$ cat src/inc/fbb_consts.svh
// Constants for the fixed beam blanking evaluation block.
`ifndef FBB_CONSTS_SVH
`define FBB_CONSTS_SVH

// =====================================================================
// Beam field geometry
// Default number of beams in the curtain; a plain default.
`define FBB_NUM_BEAMS 32
// Least field size the evaluation logic can serve.
`define FBB_MIN_BEAMS 4
// Clear beams needed at one end: the sync beam and its neighbour.
`define FBB_SYNC_CLEAR_BEAMS 2

// =====================================================================
// Blanking geometry
// Smallest object that edge tolerance accepts, in beams.
`define FBB_MIN_OBJ_BEAMS 2
// Edge tolerance, in beams.
`define FBB_EDGE_TOL 1
// Least gap between hidden areas when no object moves.
`define FBB_GAP_STILL 1

// =====================================================================
// Reset values
`define FBB_MASK_RST '0
`define FBB_MOVE_RST '0

`endif

$ cat src/inc/fbb_pkg.sv
// Types shared by the fixed beam blanking evaluation block.
`default_nettype none
package fbb_pkg;
  // Blanking variant selected by the configuration.
  typedef enum logic {
    FBB_MODE_FIXED,
    FBB_MODE_EDGE
  } fbb_mode_t;

  // Operating state of the evaluation.
  typedef enum logic [1:0] {
    FBB_ST_NOCFG,
    FBB_ST_RUN,
    FBB_ST_ERROR
  } fbb_state_t;
endpackage
`default_nettype wire

$ cat src/inc/fbb_cfg_if.sv
// Interface carrying one blanking configuration between modules.
`timescale 1ns/1ps
`default_nettype none
interface fbb_cfg_if #(
  parameter int N = 32
);
  logic [N-1:0]      mask;  // Set bit: beam is hidden.
  logic [N-1:0]      move;  // Set bit: its area may move.
  fbb_pkg::fbb_mode_t mode; // Plain or edge tolerant blanking.

  // Owner of the configuration registers.
  modport src (output mask, output move, output mode);
  // Reader of the configuration.
  modport sink (input mask, input move, input mode);
endinterface
`default_nettype wire

$ cat src/rtl/fbb_blanking_eval.sv
// Top of the fixed beam blanking evaluation for the light receiver.
//
// Function
// Interrupted unhidden beam switches outputs OFF.
// Uncovered hidden beam enters error, outputs OFF.
// Reject masks hiding sync beam and neighbour.
// Plain mode: areas separated by one beam.
// Any number of hidden areas is allowed.
// Mask comes from teach-in or link write.
// Edge mode tolerates one beam boundary deviation.
// Edge mode objects need two beams minimum.
// Only one deviation per object is tolerated.
// Edge gaps: one, two or three beams.
// Plain mode growth reports penetration, not error.
// Plain mode shift or shrink gives error.
// Merged objects switch OFF with error.
// Hidden beams excluded from penetration evaluation.
// Evaluate once per scan; ON only clean.
`timescale 1ns/1ps
`default_nettype none
`include "fbb_consts.svh"
module fbb_blanking_eval #(
  parameter int NUM_BEAMS = `FBB_NUM_BEAMS
) (
  input  wire logic                 CLK,
  input  wire logic                 NRST,
  input  wire logic                 SCAN_VALID,
  input  wire logic [NUM_BEAMS-1:0] SCAN_BEAMS,
  input  wire logic                 TEACH_REQ,
  input  wire logic                 LINK_WR,
  input  wire logic [NUM_BEAMS-1:0] LINK_MASK,
  input  wire logic [NUM_BEAMS-1:0] LINK_MOVE,
  input  wire fbb_pkg::fbb_mode_t   LINK_MODE,
  input  wire logic                 ERROR_ACK,
  output logic                      SAFETY_SWITCH_OUTPUTS,
  output logic                      PENETRATION,
  output logic                      ERROR_STATE,
  output logic                      RESULT_VALID,
  output logic                      CFG_VALID,
  output logic                      CFG_REJECT
);
  import fbb_pkg::*;

  // =====================================================================
  // Elaboration check
  // The sync beam test looks at two beams at each end of the field.
  if (NUM_BEAMS < `FBB_MIN_BEAMS) begin : g_bad_size
    $error("NUM_BEAMS is too small for the blanking logic");
  end

  // =====================================================================
  // Declarations
  fbb_cfg_if #(.N(NUM_BEAMS)) cand_if ();  // Configuration under test.
  fbb_cfg_if #(.N(NUM_BEAMS)) act_if ();   // Configuration in force.

  logic [NUM_BEAMS-1:0] scan_beams;  // Beam pattern of the last scan.
  logic                 scan_pend;   // Scan captured, not yet judged.
  logic                 cand_pend;   // Candidate waits for its check.
  logic                 cfg_ok;      // Checker verdict on the candidate.
  logic                 scan_pen;    // Penetration seen in this scan.
  logic                 scan_err;    // Error condition seen in this scan.
  logic                 act_valid;   // Active configuration was accepted.
  logic                 commit;      // Candidate accepted this cycle.
  logic                 reject;      // Candidate refused this cycle.
  fbb_state_t           state;       // Operating state.
  fbb_state_t           next_state;  // Operating state for next cycle.

  assign commit = cand_pend && cfg_ok;
  assign reject = cand_pend && !cfg_ok;

  // =====================================================================
  // Sub-blocks
  // The checker only ever sees the candidate, so a bad write can never
  // reach the evaluator before it has been judged.
  fbb_cfg_check #(.N(NUM_BEAMS)) u_check (
    .cfg    (cand_if.sink),
    .cfg_ok (cfg_ok)
  );

  // The evaluator judges the captured scan against the active areas.
  fbb_scan_eval #(.N(NUM_BEAMS)) u_eval (
    .cfg   (act_if.sink),
    .beams (scan_beams),
    .pen   (scan_pen),
    .err   (scan_err)
  );

  // =====================================================================
  // Scan capture
  // Each scan is latched whole, so the judgement never mixes two scans.
  always_ff @(posedge CLK) begin
    if (!NRST) begin
      scan_beams <= '0;
      scan_pend  <= 1'b0;
    end else begin
      scan_pend <= SCAN_VALID;
      if (SCAN_VALID) begin
        scan_beams <= SCAN_BEAMS;
      end
    end
  end

  // =====================================================================
  // Candidate configuration
  // A link write wins over a teach-in in the same cycle, because the
  // external master states its intent explicitly. Teach-in takes the
  // last captured scan as the mask and keeps the present mode; taught
  // areas are marked as fixed.
  always_ff @(posedge CLK) begin
    if (!NRST) begin
      cand_if.mask <= `FBB_MASK_RST;
      cand_if.move <= `FBB_MOVE_RST;
      cand_if.mode <= FBB_MODE_FIXED;
      cand_pend    <= 1'b0;
    end else if (LINK_WR) begin
      cand_if.mask <= LINK_MASK;
      cand_if.move <= LINK_MOVE;
      cand_if.mode <= LINK_MODE;
      cand_pend    <= 1'b1;
    end else if (TEACH_REQ) begin
      cand_if.mask <= scan_beams;
      cand_if.move <= `FBB_MOVE_RST;
      cand_if.mode <= act_if.mode;
      cand_pend    <= 1'b1;
    end else begin
      cand_pend <= 1'b0;
    end
  end

  // =====================================================================
  // Active configuration
  // An accepted candidate replaces the areas in force. A refused one
  // withdraws them: keeping an old mask after a failed change would
  // leave blanking the operator no longer expects.
  always_ff @(posedge CLK) begin
    if (!NRST) begin
      act_if.mask <= `FBB_MASK_RST;
      act_if.move <= `FBB_MOVE_RST;
      act_if.mode <= FBB_MODE_FIXED;
      act_valid   <= 1'b0;
    end else if (commit) begin
      act_if.mask <= cand_if.mask;
      act_if.move <= cand_if.move;
      act_if.mode <= cand_if.mode;
      act_valid   <= 1'b1;
    end else if (reject) begin
      act_valid <= 1'b0;
    end
  end

  // =====================================================================
  // State decision
  // The error state holds until an acknowledge or a refused candidate. An error
  // in the scan judged in the same cycle as an acknowledge wins over it.
  always_comb begin
    next_state = state;
    case (state)
      FBB_ST_NOCFG: begin
        // Without accepted areas the field cannot be judged safely.
        if (commit) begin
          next_state = FBB_ST_RUN;
        end
      end
      FBB_ST_RUN: begin
        if (reject) begin
          next_state = FBB_ST_NOCFG;
        end else if (scan_pend && scan_err) begin
          next_state = FBB_ST_ERROR;
        end
      end
      FBB_ST_ERROR: begin
        if (reject) begin
          next_state = FBB_ST_NOCFG;
        end else if (ERROR_ACK && !(scan_pend && scan_err)) begin
          next_state = act_valid ? FBB_ST_RUN : FBB_ST_NOCFG;
        end
      end
      default: begin
        next_state = FBB_ST_NOCFG;
      end
    endcase
  end

  // State register.
  always_ff @(posedge CLK) begin
    if (!NRST) begin
      state <= FBB_ST_NOCFG;
    end else begin
      state <= next_state;
    end
  end

  // =====================================================================
  // Safety switching outputs
  // While running, the outputs change only when a scan has been judged, so they hold
  // their value between scans. Any state other than running forces OFF
  // at once, without waiting for the next scan.
  always_ff @(posedge CLK) begin
    if (!NRST) begin
      SAFETY_SWITCH_OUTPUTS <= 1'b0;
      PENETRATION           <= 1'b0;
    end else if (next_state != FBB_ST_RUN) begin
      SAFETY_SWITCH_OUTPUTS <= 1'b0;
      if (scan_pend) begin
        PENETRATION <= scan_pen;
      end
    end else if (scan_pend) begin
      // Hidden beams never reach the penetration term.
      SAFETY_SWITCH_OUTPUTS <= !scan_pen && !scan_err;
      PENETRATION           <= scan_pen;
    end
  end

  // =====================================================================
  // Status outputs
  // Error shows every state that holds the outputs OFF by itself.
  always_ff @(posedge CLK) begin
    if (!NRST) begin
      ERROR_STATE  <= 1'b1;
      RESULT_VALID <= 1'b0;
      CFG_VALID    <= 1'b0;
      CFG_REJECT   <= 1'b0;
    end else begin
      ERROR_STATE  <= (next_state != FBB_ST_RUN);
      RESULT_VALID <= scan_pend;
      CFG_VALID    <= commit || (act_valid && !reject);
      CFG_REJECT   <= reject;
    end
  end
endmodule
`default_nettype wire

$ cat src/rtl/fbb_cfg_check.sv
// Validation of a candidate blanking configuration.
`timescale 1ns/1ps
`default_nettype none
`include "fbb_consts.svh"
module fbb_cfg_check #(
  parameter int N = `FBB_NUM_BEAMS
) (
  fbb_cfg_if.sink    cfg,
  output logic       cfg_ok
);
  import fbb_pkg::*;

  logic [N+1:0] mp; // Mask padded with a clear beam at each end.

  assign mp = {1'b0, cfg.mask, 1'b0};

  // =====================================================================
  // Geometry check
  // Walks the mask once. Areas are not counted at all, so any number of
  // separate areas passes as long as gaps, sizes and sync ends are in order.
  always_comb begin
    int  s;
    int  prev_end;
    int  need;
    logic have_prev;
    logic prev_mov;
    logic bad;
    s = 0;
    prev_end = 0;
    need = 0;
    have_prev = 1'b0;
    prev_mov = 1'b0;
    bad = 1'b0;
    // A sync beam and its neighbour must stay clear at one end.
    if (cfg.mask[1:0] != 2'b00 &&
        cfg.mask[N-1:N-2] != 2'b00) begin
      bad = 1'b1;
    end
    for (int i = 0; i < N; i++) begin
      // Area start: check the gap to the previous area.
      if (mp[i+1] && !mp[i]) begin
        s = i;
        need = `FBB_GAP_STILL;
        if (cfg.mode == FBB_MODE_EDGE) begin
          need = need + int'(prev_mov) + int'(cfg.move[i]);
        end
        if (have_prev && (i - prev_end - 1) < need) begin
          bad = 1'b1;
        end
      end
      // Area end: edge mode needs objects of two beams or more.
      if (mp[i+1] && !mp[i+2]) begin
        if (cfg.mode == FBB_MODE_EDGE &&
            (i - s + 1) < `FBB_MIN_OBJ_BEAMS) begin
          bad = 1'b1;
        end
        have_prev = 1'b1;
        prev_end = i;
        prev_mov = cfg.move[i];
      end
    end
    cfg_ok = !bad;
  end
endmodule
`default_nettype wire

$ cat src/rtl/fbb_scan_eval.sv
// Evaluation of one beam pattern against the active hidden areas.
`timescale 1ns/1ps
`default_nettype none
`include "fbb_consts.svh"
module fbb_scan_eval #(
  parameter int N = `FBB_NUM_BEAMS
) (
  fbb_cfg_if.sink    cfg,
  input  wire logic [N-1:0] beams,
  output logic       pen,
  output logic       err
);
  import fbb_pkg::*;

  logic [N+1:0] mp; // Mask, padded with a clear beam at each end.
  logic [N+1:0] bp; // Interrupted beams, padded the same way.

  assign mp = {1'b0, cfg.mask, 1'b0};
  assign bp = {1'b0, beams, 1'b0};

  // =====================================================================
  // Pattern walk
  // One pass finds penetrations, merged objects and per-area deviations.
  always_comb begin
    int  s;
    int  unc;
    int  nar;
    int  ulo;
    int  uhi;
    int  glo;
    int  ghi;
    logic run;
    logic edge_m;
    s = 0;
    unc = 0;
    nar = 0;
    ulo = 0;
    uhi = 0;
    glo = 0;
    ghi = 0;
    run = 1'b0;
    pen = 1'b0;
    err = 1'b0;
    edge_m = (cfg.mode == FBB_MODE_EDGE);
    for (int i = 0; i < N; i++) begin
      // Unhidden beam interrupted; edge mode forgives one beam of margin.
      if (bp[i+1] && !mp[i+1]) begin
        if (!edge_m || !(mp[i] || mp[i+2])) begin
          pen = 1'b1;
        end
      end
      // Count hidden areas inside one interrupted run.
      if (bp[i+1]) begin
        if (!run) begin
          nar = 0;
        end
        if (mp[i+1] && !(run && mp[i])) begin
          nar = nar + 1;
        end
        if (nar > 1) begin
          err = 1'b1;
        end
        run = 1'b1;
      end else begin
        run = 1'b0;
      end
      // Track uncovered beams of the current area.
      if (mp[i+1] && !mp[i]) begin
        s = i;
        unc = 0;
      end
      if (mp[i+1] && !bp[i+1]) begin
        unc = unc + 1;
      end
      // At the end of each area judge the object found there.
      if (mp[i+1] && !mp[i+2]) begin
        ulo = int'(!bp[s+1]);
        uhi = int'(!bp[i+1]);
        glo = int'(bp[s]);
        ghi = int'(bp[i+2]);
        if (!edge_m) begin
          if (unc > 0) begin
            err = 1'b1;
          end
        end else begin
          // Uncovered inside the area or at both ends.
          if (unc - ulo - uhi > 0 || (ulo + uhi) > `FBB_EDGE_TOL) begin
            err = 1'b1;
          end
          // Growth on both sides is a penetration, not a deviation.
          if (glo + ghi > `FBB_EDGE_TOL) begin
            pen = 1'b1;
          end
          // Gap opened next to a grown edge splits the object.
          if ((ulo + glo) > 1 || (uhi + ghi) > 1) begin
            err = 1'b1;
          end
          if ((i - s + 1) - unc + glo + ghi < `FBB_MIN_OBJ_BEAMS) begin
            err = 1'b1;
          end
        end
      end
    end
  end
endmodule
`default_nettype wire

$ cat config.mk
export PLATFORM = sky130hd
export DESIGN_NAME = fbb_blanking_eval
export DESIGN_NICKNAME = d
export VERILOG_FILES = /design/src/inc/fbb_pkg.sv /design/src/inc/fbb_cfg_if.sv /design/src/rtl/fbb_blanking_eval.sv /design/src/rtl/fbb_cfg_check.sv /design/src/rtl/fbb_scan_eval.sv
export VERILOG_INCLUDE_DIRS = /design/src /design/src/inc
export SDC_FILE = /design/constraint.sdc
export NUM_CORES = 2
export LEC_CHECK = 0
export ABC_AREA = 1
export BUFFER_PORTS_ARGS = -buffer_cell sky130_fd_sc_hd__buf_2
export CORE_ASPECT_RATIO = 0.9
export CORE_MARGIN = 5
export CORE_UTILIZATION = 26
export CTS_CLUSTER_SIZE = 40
export DETAILED_ROUTE_END_ITERATION = 7
export GPL_TIMING_DRIVEN = 0
export PLACE_DENSITY_LB_ADDON = 0.08
export SLEW_MARGIN = 0
export SYNTH_ARGS = -nofsm -noshare
export SYNTH_HDL_FRONTEND = slang
export SYNTH_HIERARCHICAL = 1
export SYNTH_SLANG_ARGS = --single-unit
$ cat constraint.sdc
create_clock -name CLK -period 21.1 [get_ports CLK]
set_clock_uncertainty 0.15 [all_clocks]
set_input_delay 4.22 -clock CLK [delete_from_list [all_inputs] [get_ports CLK]]
set_output_delay 4.22 -clock CLK [all_outputs]
set_load 0.01 [all_outputs]
==> impl_metrics.yaml <==
status:
  status: "finished, violations left"
  failed_checks: "capacitance limit, slew limit, setup timing"
pwr:
  power_leakage_nw: 43.48
  max-vdd-ir-drop_mv: 0.1001
  power_density_nw_per_um2: 174.6
drt:
  first_pass_iters: 6
  ant_nets: 0
  route.detailed.drc: 0
  drt_wl_total_mm: 318.9
  via_count: 84820
  wl_per_cell_microns: 18.20
  drt-initial-drc-count: 6911
  routed_via_density: 4.841
logic_synthesis:
  synth_area_sq_um: 74900
  syn-instance-count: 12204
  ys_warn_count: 6
  syn_avg_cell_area_sq_um: 6.137
final_layout:
  num-fill-cells: 32988
  synthToLayoutAreaGrowth_pct: 17.25
  drive_gt1_share_pct: 10.17
  multiInputGateArea_sq_um: 69020
  finalNetCount: 15222
  postLayoutCoreUtil_pct: 30.54
  ff_latch_area_sq_um: 2835
die:
  fp.dieH_microns: 519.2
  die_area_sq_um: 298900
  rows: 187
  start_util_pct: 26.05
  core-area_sq_um: 287600
  io_pins: 109
  die_x_microns: 575.8
sta:
  period_share_pct: 100.3
  rsz0062_at_grt: "yes"
  period_needed_ns: 21.16
  relSlewSlack_pct: -8.494
  finalMaxSlewViolations: 97
  tns_ns: -0.08012
  setup_slack_ns: -0.06343
  fmax_mhz: 47.25
  hold_viol: 0
  worst_slew_pin_slew_ns: 1.627
  setup_viol: 2
critical_path:
  crit_top_cell: "buf_4"
  crit_fanout: 4
  slowest_stage: "dfxtp_4"
  critPathCaptureType: "flop"
  cp_slowest_stage_delay_ns: 0.40
  critPathLaunchType: "flop"
  cp.required_ns: 21.34
  crit_type: "flop to flop"
  cp.arrival_ns: 21.40
cts:
  cts_inserted_buffers: 17
  clkLatencyLatePin_ns: 0.45
  ctsHoldBuffers: 0
  cts.sinks: 141
  h-tree-depth: 4
  cts-root-buf: "clkbuf_16"
  cts_tree: "built"
  clk_pin_slew_ns: 0.07
  clock_path_buffers: 2
global_route:
  grt_use_total_pct: 20.31
  grt-ovfl-total: 0
  grt_max_degree: 19
  antenna_found_initial: 4
  grt_pass1_vias: 79644
  grt_pass1_wl_mm: 482.9
job:
  cap_violations: 8
placement:
  dp_worst_setup_slack_ns: -5.207
  dp_hpwl_mm: 263.3
  io_buffer_count: 106
  gp_congestion: 0.9136
hold_path:
  hp-class: "flop to flop"
[worst paths after layout]
path,end,slack [ns],start,depth (start not counted)
worst min-delay path,cand_if.move[28],0.31,cand_if.move[28],2
worst min register to register,cand_if.move[28],0.31,cand_if.move[28],2
worst max register to register,SAFETY_SWITCH_OUTPUTS,-0.06,scan_beams[1],176
worst max-delay path,SAFETY_SWITCH_OUTPUTS,-0.06,scan_beams[1],176
[where the power goes]
part	total [mW]	switching, mW	internal, mW	leakage (nW)
Combinational	14.6	9.37	5.26	42.0
Clock	0.325	0.142	0.183	0.305
Sequential	0.386	0.0911	0.295	1.17
Total	15.3	9.60	5.73	43.5
[worst max-delay path: cells and delay by family, from the launching register on]
kind            cells  cell delay [ns]
compound gates      9             1.13
fa+ha+maj          20             4.77
buf+inv            72             7.54
flops               1             0.40
simple gates       75             7.04
[timing repair]
item / CTS / global route
pin swaps: 115 / 130
gates cloned: 0 / 0
gates resized for setup: 133 / 122
buffers inserted: 150 / 32
setup endpoints to repair: 4 / 4
[stage by stage]
stage	total power, mW	hold slack, ns	instances	instance area, sq um
2_1_floorplan	10.18	0.2843	13426	79560
3_3_place_gp	13.97	0.3033	17312	84820
3_5_place_dp	13.86	0.3064	17313	84840
4_1_cts	14.84	0.3153	17494	87120
5_1_grt	17.06	0.3448	17520	87820
6_report	15.33	0.3138	17522	87820
[final cells by class]
type	instances	area share [%]
plain buffers	359	2.315
inverters	1766	7.622
well taps	3780	5.385
clock inverters	14	0.1980
diodes	2	0.005699
clock buffers	18	0.5001
repair buffers	285	2.156
multi-input cells	11157	78.59
flip-flops and latches	141	3.228
[flip-flops by register name (all words and copies together), names as in the netlist]
signal	cells
CFG_REJECT	1
CFG_VALID	1
ERROR_STATE	1
PENETRATION	1
RESULT_VALID	1
SAFETY_SWITCH_OUTPUTS	1
act_if.mask	32
act_if.mode	1
act_valid	1
cand_if.mask	32
cand_if.mode	1
cand_if.move	32
cand_pend	1
scan_beams	32
scan_pend	1
state	2
[metal layers]
layer	GRT usage, %	vias to the layer above	wire length (microns)
met3	1.932	318	18450
met5	0	-	0
met4	4.118	0	7373
li1	-	43341	-
met2	31.91	2337	134700
met1	29.88	38824	158400
[cells in the final DEF (no fill, tap or decap), drive strengths merged, types with 81 or more instances in the layout]
cell / count
nand2: 2261
inv: 1718
nor2: 1332
ha: 1314
conb: 1224
a21oi: 1015
o21ai: 986
nand3: 933
nand4: 378
buf: 347
clkbuf: 312
xor2: 277
xnor2: 200
o211ai: 141
dfxtp: 141
nor3: 126
or2: 85
o21bai: 81
Power figures use the tool's default switching activity.
